$ cat src/design/bus_sizing_pkg.sv
// constants for the dynamic bus sizing cycle engine
package bus_sizing_pkg;
  localparam int ADDR_W = 32;
  localparam int DATA_W = 32;
  // transfer size encodings on the size outputs
  localparam logic [1:0] SIZE_BYTE = 2'h1;
  localparam logic [1:0] SIZE_WORD = 2'h2;
  localparam logic [1:0] SIZE_THREE = 2'h3;
  localparam logic [1:0] SIZE_LONG = 2'h0;
  // acknowledge pair {high, low} decodes
  localparam logic [1:0] ACK_WAIT = 2'h0;
  localparam logic [1:0] ACK_PORT8 = 2'h1;
  localparam logic [1:0] ACK_PORT16 = 2'h2;
  localparam logic [1:0] ACK_PORT32 = 2'h3;
  // request kinds
  localparam logic [1:0] KIND_DATA = 2'h0;
  localparam logic [1:0] KIND_IACK = 2'h1;
  // completion status
  localparam logic [1:0] STAT_OK = 2'h0;
  localparam logic [1:0] STAT_BUS_ERROR_IN = 2'h1;
  localparam logic [1:0] STAT_RETRY = 2'h2;
  localparam logic [1:0] STAT_AUTOVEC = 2'h3;
  // autovector base number, level from address bits 3:1 added to it
  localparam logic [7:0] AUTOVEC_BASE = 8'h18;
  localparam int BUF_DEPTH = 2;
endpackage

$ cat src/design/skid_buffer.sv
// two-entry buffer between the cycle engine and the result consumer
`timescale 1ns/1ps
module skid_buffer #(
  parameter int WIDTH = 32,
  parameter int DEPTH = bus_sizing_pkg::BUF_DEPTH
) (
  input wire logic clk_i,
  input wire logic rst_n_i,
  input wire logic in_valid_i,
  output logic in_ready_o,
  input wire logic [WIDTH-1:0] in_data_i,
  output logic out_valid_o,
  input wire logic out_ready_i,
  output logic [WIDTH-1:0] out_data_o
);
  localparam int PW = (DEPTH > 1) ? $clog2(DEPTH) : 1;
  logic [WIDTH-1:0] mem_q [DEPTH];
  logic [PW-1:0] wr_q;
  logic [PW-1:0] rd_q;
  logic [PW:0] cnt_q;
  logic push;
  logic pop;

  assign in_ready_o = (cnt_q != (PW+1)'(DEPTH));
  assign out_valid_o = (cnt_q != '0);
  assign push = in_valid_i && in_ready_o;
  assign pop = out_valid_o && out_ready_i;
  assign out_data_o = mem_q[rd_q];

  always_ff @(posedge clk_i) begin
    if (push) begin
      mem_q[wr_q] <= in_data_i;
    end
  end

  always_ff @(posedge clk_i or negedge rst_n_i) begin
    if (!rst_n_i) begin
      wr_q <= '0;
      rd_q <= '0;
      cnt_q <= '0;
    end else begin
      if (push) begin
        wr_q <= (wr_q == PW'(DEPTH - 1)) ? '0 : wr_q + PW'(1);
      end
      if (pop) begin
        rd_q <= (rd_q == PW'(DEPTH - 1)) ? '0 : rd_q + PW'(1);
      end
      cnt_q <= cnt_q + (PW+1)'(push) - (PW+1)'(pop);
    end
  end
endmodule

$ cat src/design/byte_router.sv
// operand byte to data lane routing for writes and lane extraction for reads
`timescale 1ns/1ps
module byte_router (
  input wire logic [1:0] size_i,
  input wire logic [1:0] offset_i,
  input wire logic [31:0] operand_i,
  input wire logic [31:0] bus_i,
  input wire logic [1:0] port_i,
  output logic [31:0] wr_lanes_o,
  output logic [31:0] rd_bytes_o,
  output logic [2:0] moved_o
);
  // byte j of operand (0 = msb) at lane k (0 = bits 31:24)
  function automatic logic [7:0] op_byte(input logic [31:0] op,
                                         input logic [1:0] idx);
    return op[8*(3-idx) +: 8];
  endfunction

  logic [2:0] rem;
  logic [1:0] first;
  logic [2:0] lanes;
  logic [2:0] room;

  always_comb begin
    rem = (size_i == bus_sizing_pkg::SIZE_LONG) ? 3'h4 : {1'b0, size_i};
    first = 2'(3'h4 - rem);
    wr_lanes_o = '0;
    rd_bytes_o = '0;
    // remaining bytes are the low end of the operand
    for (int k = 0; k < 4; k++) begin
      // lanes below the offset carry what a narrower port would need
      // there, so every port width finds its byte on its own lanes
      if (k >= int'(offset_i)) begin
        wr_lanes_o[8*(3-k) +: 8] =
          op_byte(operand_i, 2'(first + 2'(k) - offset_i));
      end else if (k < 2 && k >= int'(offset_i[0])) begin
        wr_lanes_o[8*(3-k) +: 8] = op_byte(operand_i,
          2'(first + 2'(k) - {1'b0, offset_i[0]}));
      end else begin
        wr_lanes_o[8*(3-k) +: 8] = op_byte(operand_i, first);
      end
    end
    // lanes usable from offset given port width
    case (port_i)
      bus_sizing_pkg::ACK_PORT8: room = 3'h1;
      bus_sizing_pkg::ACK_PORT16: room = 3'h2 - {2'h0, offset_i[0]};
      default: room = 3'h4 - {1'b0, offset_i};
    endcase
    lanes = (room < rem) ? room : rem;
    moved_o = lanes;
    // read: gather the moved bytes into operand position
    for (int j = 0; j < 4; j++) begin
      if (3'(j) < lanes) begin
        case (port_i)
          bus_sizing_pkg::ACK_PORT8:
            rd_bytes_o[8*(3-(first+j)) +: 8] = bus_i[31:24];
          bus_sizing_pkg::ACK_PORT16:
            rd_bytes_o[8*(3-(first+j)) +: 8] =
              bus_i[8*(3-(offset_i[0]+j)) +: 8];
          default:
            rd_bytes_o[8*(3-(first+j)) +: 8] =
              bus_i[8*(3-(offset_i+j)) +: 8];
        endcase
      end
    end
  end
endmodule

$ cat src/design/bus_cycle_engine.sv
// asynchronous bus cycle engine with dynamic port sizing
`timescale 1ns/1ps
module bus_cycle_engine (
  input wire logic ref_clk_i,
  input wire logic rstn_i,
  // operand request
  input wire logic req_valid_i,
  output logic req_ready_o,
  input wire logic req_write_i,
  input wire logic [1:0] req_kind_i,
  input wire logic [1:0] req_size_i,
  input wire logic [31:0] req_addr_i,
  input wire logic [31:0] req_wdata_i,
  // result
  output logic rsp_valid_o,
  input wire logic rsp_ready_i,
  output logic [31:0] rsp_rdata_o,
  output logic [1:0] rsp_status_o,
  // external bus
  output logic [31:0] addr_o,
  output logic xfer_size_high_o,
  output logic xfer_size_low_o,
  output logic read_write_o,
  output logic address_strobe_n_o,
  output logic data_strobe_n_o,
  output logic data_buffer_enable_n_o,
  output logic [31:0] data_o,
  output logic data_oe_o,
  input wire logic [31:0] data_i,
  input wire logic port_ack_high_n_i,
  input wire logic port_ack_low_n_i,
  input wire logic bus_error_in_n_i,
  input wire logic halt_n_i,
  input wire logic autovector_request_n_i
);
  ////////////////////////////////////////////////////////////////////////
  typedef enum {ST_IDLE, ST_START, ST_STROBE, ST_WAIT, ST_END,
                ST_DONE} state_t;

  logic rst_meta_q;
  logic rst_n_q;
  state_t state_q;
  logic write_q;
  logic iack_q;
  logic [1:0] size_q;
  logic [31:0] addr_q;
  logic [31:0] wdata_q;
  logic [31:0] rdata_q;
  logic [1:0] status_q;
  logic [1:0] port_q;
  logic data_buffer_enable_q;
  logic as_q;
  logic ds_q;
  logic oe_q;
  logic [31:0] lanes_q;
  logic [1:0] ack;
  logic bus_error_in;
  logic halt;
  logic autovector_request_hit;
  logic term;
  logic [31:0] wr_lanes;
  logic [31:0] rd_bytes;
  logic [2:0] moved;
  logic [2:0] rem;
  logic buf_ready;
  logic [33:0] buf_out;
  logic take;
  logic ok_end;
  logic more;

  // bytes still owed by the operand, long word coded as zero
  function automatic logic [2:0] size_bytes(input logic [1:0] code);
    return (code == bus_sizing_pkg::SIZE_LONG) ? 3'h4 : {1'b0, code};
  endfunction

  // synchronous input assumption; reset released through two stages
  always_ff @(posedge ref_clk_i or negedge rstn_i) begin
    if (!rstn_i) begin
      rst_meta_q <= 1'b0;
      rst_n_q <= 1'b0;
    end else begin
      rst_meta_q <= 1'b1;
      rst_n_q <= rst_meta_q;
    end
  end

  ////////////////////////////////////////////////////////////////////////
  // termination decode
  assign ack = {~port_ack_high_n_i, ~port_ack_low_n_i};
  assign bus_error_in = ~bus_error_in_n_i;
  assign halt = ~halt_n_i;
  assign autovector_request_hit = iack_q && ~autovector_request_n_i;
  assign term = (ack != bus_sizing_pkg::ACK_WAIT) || bus_error_in || autovector_request_hit;
  assign rem = size_bytes(size_q);
  assign take = (state_q == ST_IDLE) && req_valid_i && buf_ready;
  assign ok_end = (state_q == ST_END)
                  && (status_q == bus_sizing_pkg::STAT_OK);
  assign more = (moved < rem);
  assign req_ready_o = (state_q == ST_IDLE) && buf_ready;

  byte_router u_router (
    .size_i(size_q),
    .offset_i(addr_q[1:0]),
    .operand_i(wdata_q),
    .bus_i(data_i),
    .port_i(port_q),
    .wr_lanes_o(wr_lanes),
    .rd_bytes_o(rd_bytes),
    .moved_o(moved)
  );

  ////////////////////////////////////////////////////////////////////////
  // cycle sequencing
  always_ff @(posedge ref_clk_i or negedge rst_n_q) begin
    if (!rst_n_q) begin
      state_q <= ST_IDLE;
    end else begin
      case (state_q)
        ST_IDLE: begin
          if (take) begin
            state_q <= ST_START;
          end
        end
        ST_START: state_q <= ST_STROBE;
        ST_STROBE: state_q <= ST_WAIT;
        ST_WAIT: begin
          if (term) begin
            state_q <= ST_END;
          end
        end
        ST_END: begin
          // error endings never continue, whatever bytes are left
          if (ok_end && more) begin
            state_q <= ST_START;
          end else begin
            state_q <= ST_DONE;
          end
        end
        ST_DONE: state_q <= ST_IDLE;
        default: state_q <= ST_IDLE;
      endcase
    end
  end

  // operand kept for all cycles of the transfer
  always_ff @(posedge ref_clk_i or negedge rst_n_q) begin
    if (!rst_n_q) begin
      write_q <= 1'b0;
      iack_q <= 1'b0;
      wdata_q <= '0;
    end else if (take) begin
      write_q <= req_write_i;
      iack_q <= (req_kind_i == bus_sizing_pkg::KIND_IACK);
      wdata_q <= req_wdata_i;
    end
  end

  // size and address of the next cycle
  always_ff @(posedge ref_clk_i or negedge rst_n_q) begin
    if (!rst_n_q) begin
      size_q <= bus_sizing_pkg::SIZE_LONG;
      addr_q <= '0;
    end else if (take) begin
      size_q <= req_size_i;
      addr_q <= req_addr_i;
    end else if (ok_end && more) begin
      // at least one byte moved, so the rest fits two bits
      size_q <= 2'(rem - moved);
      addr_q <= addr_q + {29'h0, moved};
    end
  end

  // termination status and reported port width
  always_ff @(posedge ref_clk_i or negedge rst_n_q) begin
    if (!rst_n_q) begin
      status_q <= bus_sizing_pkg::STAT_OK;
      port_q <= bus_sizing_pkg::ACK_PORT32;
    end else if (take) begin
      status_q <= bus_sizing_pkg::STAT_OK;
      port_q <= bus_sizing_pkg::ACK_PORT32;
    end else if (state_q == ST_WAIT && term) begin
      // bus error outranks any acknowledge seen with it
      if (bus_error_in && halt) begin
        status_q <= bus_sizing_pkg::STAT_RETRY;
      end else if (bus_error_in) begin
        status_q <= bus_sizing_pkg::STAT_BUS_ERROR_IN;
      end else if (autovector_request_hit) begin
        status_q <= bus_sizing_pkg::STAT_AUTOVEC;
      end else begin
        port_q <= ack;
      end
    end
  end

  // read data gathered over the cycles of one operand
  always_ff @(posedge ref_clk_i or negedge rst_n_q) begin
    if (!rst_n_q) begin
      rdata_q <= '0;
    end else if (take) begin
      rdata_q <= '0;
    end else if (state_q == ST_WAIT && term && !bus_error_in && autovector_request_hit) begin
      rdata_q <= {24'h0, bus_sizing_pkg::AUTOVEC_BASE
                  + {5'h0, addr_q[3:1]}};
    end else if (ok_end && !write_q) begin
      rdata_q <= rdata_q | rd_bytes;
    end
  end

  ////////////////////////////////////////////////////////////////////////
  // strobes, buffer enable and data drive
  always_ff @(posedge ref_clk_i or negedge rst_n_q) begin
    if (!rst_n_q) begin
      as_q <= 1'b0;
      ds_q <= 1'b0;
      data_buffer_enable_q <= 1'b0;
      oe_q <= 1'b0;
      lanes_q <= '0;
    end else begin
      case (state_q)
        ST_START: begin
          as_q <= 1'b1;
          ds_q <= !write_q;
          data_buffer_enable_q <= write_q;
          oe_q <= write_q;
          lanes_q <= wr_lanes;
        end
        ST_STROBE: begin
          ds_q <= 1'b1;
          data_buffer_enable_q <= 1'b1;
        end
        ST_WAIT: begin
          if (term) begin
            as_q <= 1'b0;
            ds_q <= 1'b0;
            data_buffer_enable_q <= 1'b0;
          end
        end
        default: begin
          // drive released after the cycle's strobes are gone
          oe_q <= 1'b0;
        end
      endcase
    end
  end

  assign addr_o = addr_q;
  assign {xfer_size_high_o, xfer_size_low_o} = size_q;
  assign read_write_o = ~write_q;
  assign address_strobe_n_o = ~as_q;
  assign data_strobe_n_o = ~ds_q;
  assign data_buffer_enable_n_o = ~data_buffer_enable_q;
  assign data_o = lanes_q;
  assign data_oe_o = oe_q;

  ////////////////////////////////////////////////////////////////////////
  // result path; full buffer holds off new requests
  skid_buffer #(
    .WIDTH(34),
    .DEPTH(bus_sizing_pkg::BUF_DEPTH)
  ) u_buf (
    .clk_i(ref_clk_i),
    .rst_n_i(rst_n_q),
    .in_valid_i(state_q == ST_DONE),
    .in_ready_o(buf_ready),
    .in_data_i({status_q, rdata_q}),
    .out_valid_o(rsp_valid_o),
    .out_ready_i(rsp_ready_i),
    .out_data_o(buf_out)
  );
  assign rsp_status_o = buf_out[33:32];
  assign rsp_rdata_o = buf_out[31:0];
endmodule

$ cat config.mk
export PLATFORM = sky130hd
export DESIGN_NAME = bus_cycle_engine
export DESIGN_NICKNAME = d
export VERILOG_FILES = /design/src/design/bus_sizing_pkg.sv /design/src/design/skid_buffer.sv /design/src/design/byte_router.sv /design/src/design/bus_cycle_engine.sv
export SDC_FILE = /design/constraint.sdc
export NUM_CORES = 1
export LEC_CHECK = 0
export BUFFER_PORTS_ARGS = -buffer_cell sky130_fd_sc_hd__buf_4
export CORE_MARGIN = 2
export CORE_UTILIZATION = 45
export CTS_CLUSTER_DIAMETER = 80
export DETAILED_ROUTE_END_ITERATION = 6
export GPL_ROUTABILITY_DRIVEN = 0
export HOLD_SLACK_MARGIN = 0.12
export PLACE_DENSITY = 0.66
export SETUP_SLACK_MARGIN = 0.3
export SLEW_MARGIN = 20
export SYNTH_ARGS = -nofsm -noshare
export SYNTH_HDL_FRONTEND = slang
export SYNTH_SLANG_ARGS = --single-unit
$ cat constraint.sdc
create_clock -name ref_clk_i -period 5.69 [get_ports ref_clk_i]
set_input_delay 0 -clock ref_clk_i [delete_from_list [all_inputs] [get_ports ref_clk_i]]
set_output_delay 0 -clock ref_clk_i [all_outputs]
set_load 0.02 [all_outputs]
==> results by group <==
Power and ir drop
  – Cell internal pwr: ~6.3 mW
  – Psw: 5.81 mW
  – Max VDD drop: about 400 uV
  – Clock share of power: 0.131
  – Pleak: 7.43 nW
  – Pwr dens: 697 nW/um2
  – Sw Ratio: 0.479
  – Sequential Power Share: 0.222
  – Combinational Power Share: 0.647

Outcome
  – Outcome: complete, but fails checks
  – Violated checks: DRC

Logic synthesis
  – Post-synth EDFFs: 68
  – Yosys warns: 0
  – Fraction of registers with async set/reset: 0.687
  – #FFs+latches synth: 217
  – Mapped Nets: between 1500 and 2000
  – Area contributors post-synth: dfrtp_1, edfxtp_1, mux4_2, nand2_1, o21ai_0
  – Most used DFF post-synth: dfrtp_1
  – Syn Inst Count: 1395
  – Xor and xnor area share after synthesis: 0.0296
  – Compound-Gate Fraction of Synth Area: 0.179
  – Adder-cell share of the synthesized area: 0.0266
  – Post-Syn Area: 13500 um2
  – Mux contribution to synthesized area: 0.147
  – Syn Area/Cell: 9.64 um2
  – Seq/Total Area, Yosys: 0.429
  – Main combinational cell family by area after synthesis: compound AO/OA/AOI/OAI gates
  – Post-synth cell types: 82
  – Simple logic cell fraction of the synthesized area: 0.153
  – Cell taking the most area after synthesis: dfrtp_1
  – Synth top area share: 0.273

Job
  – Max_cap viols: 0

STA
  – Setup TNS Final: 0 ps
  – Fin Hold WS: around 120 ps
  – Min Tclk post-route: 5040 ps
  – Measured slew at the worst slew-check pin: 1030 ps
  – Max-slew violation count: 0
  – Relative slew slack: 0.310
  – Max Clk Rate: about 0.2 GHz
  – Post-route clock period utilization: 0.886
  – RSZ-0062 raised after global routing: false
  – Setup ws final: 649 ps
  – # setup viols final: 0
  – Final hold vios: 0
  – Clk_skew: 8.70 ps

Hold path
  – Hold Path Stages: 4
  – Hold Path Origin: data_i[27]
  – Hold path endpoint: rdata_q[19]
  – Class of the worst hold path: in -> reg

Worst setup path
  – Crit path required time: about 6100 ps
  – Max stage delay on crit path: 660 ps
  – RR Endpoint: addr_o[15]
  – Critical Path End Type: flop
  – CP max FO: 20
  – Crit path kind: reg -> reg
  – Reg2reg start: port_q[0]
  – CP max-delay cell: ha_1
  – CP arrival: 5400 ps
  – Worst path cell trace: inv_1 > ha_1 > and2_1 > ha_1 > a21oi_1 > a21oi_1 > nor2_1 > ha_1 > a21o_1 > a21oi_1 > or4_4 > nor3b_4 > nand3_1 > xor2_1 > o21ai_0
  – FF-to-FF path depth: 15
  – R2r setup slk: 650 ps
  – Startpoint types: flop

Route
  – Initial detailed-routing violation count: 1149
  – Via Count: 12420
  – Final ANT Viol Nets: 0
  – Detail-routed via count per cell: 5.92
  – TritonRoute pass-1 iters: 7
  – DRT Wirelength: 43300 um
  – Drt wl/cell: a little over 20 um
  – Drc violations: 62

Global routing
  – Total congestion overflow: 0
  – Largest net degree at the start of global routing: 148
  – Tot GR Track Use: 0.273
  – First-pass GRT wire length: 66700 um
  – Vias in the first global route: between 10000 and 15000
  – Initial antenna violation count: 0

Clock tree
  – Clk buf depth: 3
  – Worst skew pair latency: 520 ps
  – Post-CTS Hold Fix Bufs: 121
  – Total CTS buffers: 24
  – CTS HTree Levels: 1
  – Root buffer cell: clkbuf_16
  – CTS sink cnt: ~220
  – CTS tree: yes
  – Clock slew at reported path FFs: 60 ps
  – Post-CTS Resized: 0
  – Setup bufs post-CTS: 0

Cells and area
  – Design area: 17400 um2
  – Layout cell share with drive strength beyond 1: 0.232
  – Commonest non-fill, non-tap cell in the layout: nand2_1
  – Filler Cell Count: 2546
  – Area Growth Syn to Fin: 29.3%
  – Ant. Diodes: 0
  – Register Area: between 5000 and 6000 um2
  – Fin cells: 2097
  – Highest-count cells in the layout ignoring fill and taps: nand2_1, buf_4, o21ai_0
  – Area of the multi-input gates: 7220 um2
  – Final net count: 1827

Floorplan
  – Number of cell rows: 63
  – Die area: 31300 um2
  – Starting density of the core: 0.455
  – Die width: roughly 180 um
  – Core area: 29600 um2
  – Die span in y: 177 um
  – Top Ports: 217

Placed design
  – Pre-CTS setup slack: 797 ps
  – IO buf count: between 200 and 250
  – Dpl cell area: 15300 um2
  – Cell count after placement: 1932
  – HPWL after DPL: about 30000 um
-- cell usage after synthesis (23+ instances only) --
cell type	instances
a21oi_1	117
mux2_2	44
edfxtp_1	68
a221oi_1	23
nor2_1	79
mux4_2	42
o21ai_0	157
mux2i_1	43
clkbuf_1	48
inv_1	30
nand2_1	247
dfrtp_1	147
ha_1	27
-- routing by layer --
| layer | vias up | wire length [um] | GRT usage |
|---|---|---|---|
| met5 | - | 0 | 0 |
| met1 | 5977 | 16400 | 0.341 |
| met3 | 152 | 3640 | 0.0539 |
| li1 | 5704 | - | - |
| met4 | 0 | 2210 | 0.127 |
| met2 | 587 | 21000 | 0.457 |
-- cell families after synthesis --
| logic type | count (synthesis) |
|---|---|
| buf+inv | 120 |
| compound gates | 406 |
| mux | 133 |
| fa+ha+maj | 28 |
| xor+xnor | 42 |
| other cells | 1 |
| simple gates | 448 |
| flops | 217 |
-- power by group through the flow --
stage          clock network [mW]  logic (mW)  registers [mW]
6_report                     1.59        7.85            2.69
5_1_grt                      1.68        8.42            2.76
4_1_cts                      1.61        7.65            2.68
3_5_place_dp                    0        7.35            2.70
3_3_place_gp                    0        7.26            2.68
2_1_floorplan                   0        5.13            2.80
-- how the worst max path moves through the flow --
stage / cells after the start / start / slack [ps] / end
floorplan: 21 / addr_o[0] / 600 / addr_o[21]
global placement: 16 / port_q[0] / 990 / addr_o[22]
detailed placement: 15 / port_q[0] / 800 / addr_o[15]
CTS: 15 / port_q[0] / 770 / addr_o[15]
global route: 15 / port_q[0] / 310 / addr_o[22]
finish: 15 / port_q[0] / 650 / addr_o[15]
-- sequential cells by signal, summed over array words and instances, names as in the netlist, 2 cells and up --
signal and count:
addr_o 32, status_q 2, port_q 2, rdata_q 32, wdata_q 32, state_q 3
u_buf.mem_q 68, u_buf.cnt_q 2, data_o 32, size_q 2
-- layout make-up --
cell class	count	share of cell area
clock buffers	39	0.0442
clock inverters	5	0.00316
inverters	36	0.00791
multi-input cells	1058	0.415
flip-flops and latches	217	0.332
well taps	390	0.0280
repair buffers	352	0.170
-- stage by stage --
step	util	power, mW
after floorplan	-	7.93
after global placement	0.519	9.94
after detailed placement	0.519	10.1
after CTS	0.588	11.9
after global routing	0.589	12.9
final	0.589	12.1
-- critical path, delay by kind of cell, from the launching register on --
family	cells	cell delay (ps)
simple gates	5	1910
fa+ha+maj	3	1290
compound gates	5	910
flops	1	540
xor+xnor	1	160
buf+inv	1	60
(Power assumes the default switching activity.)
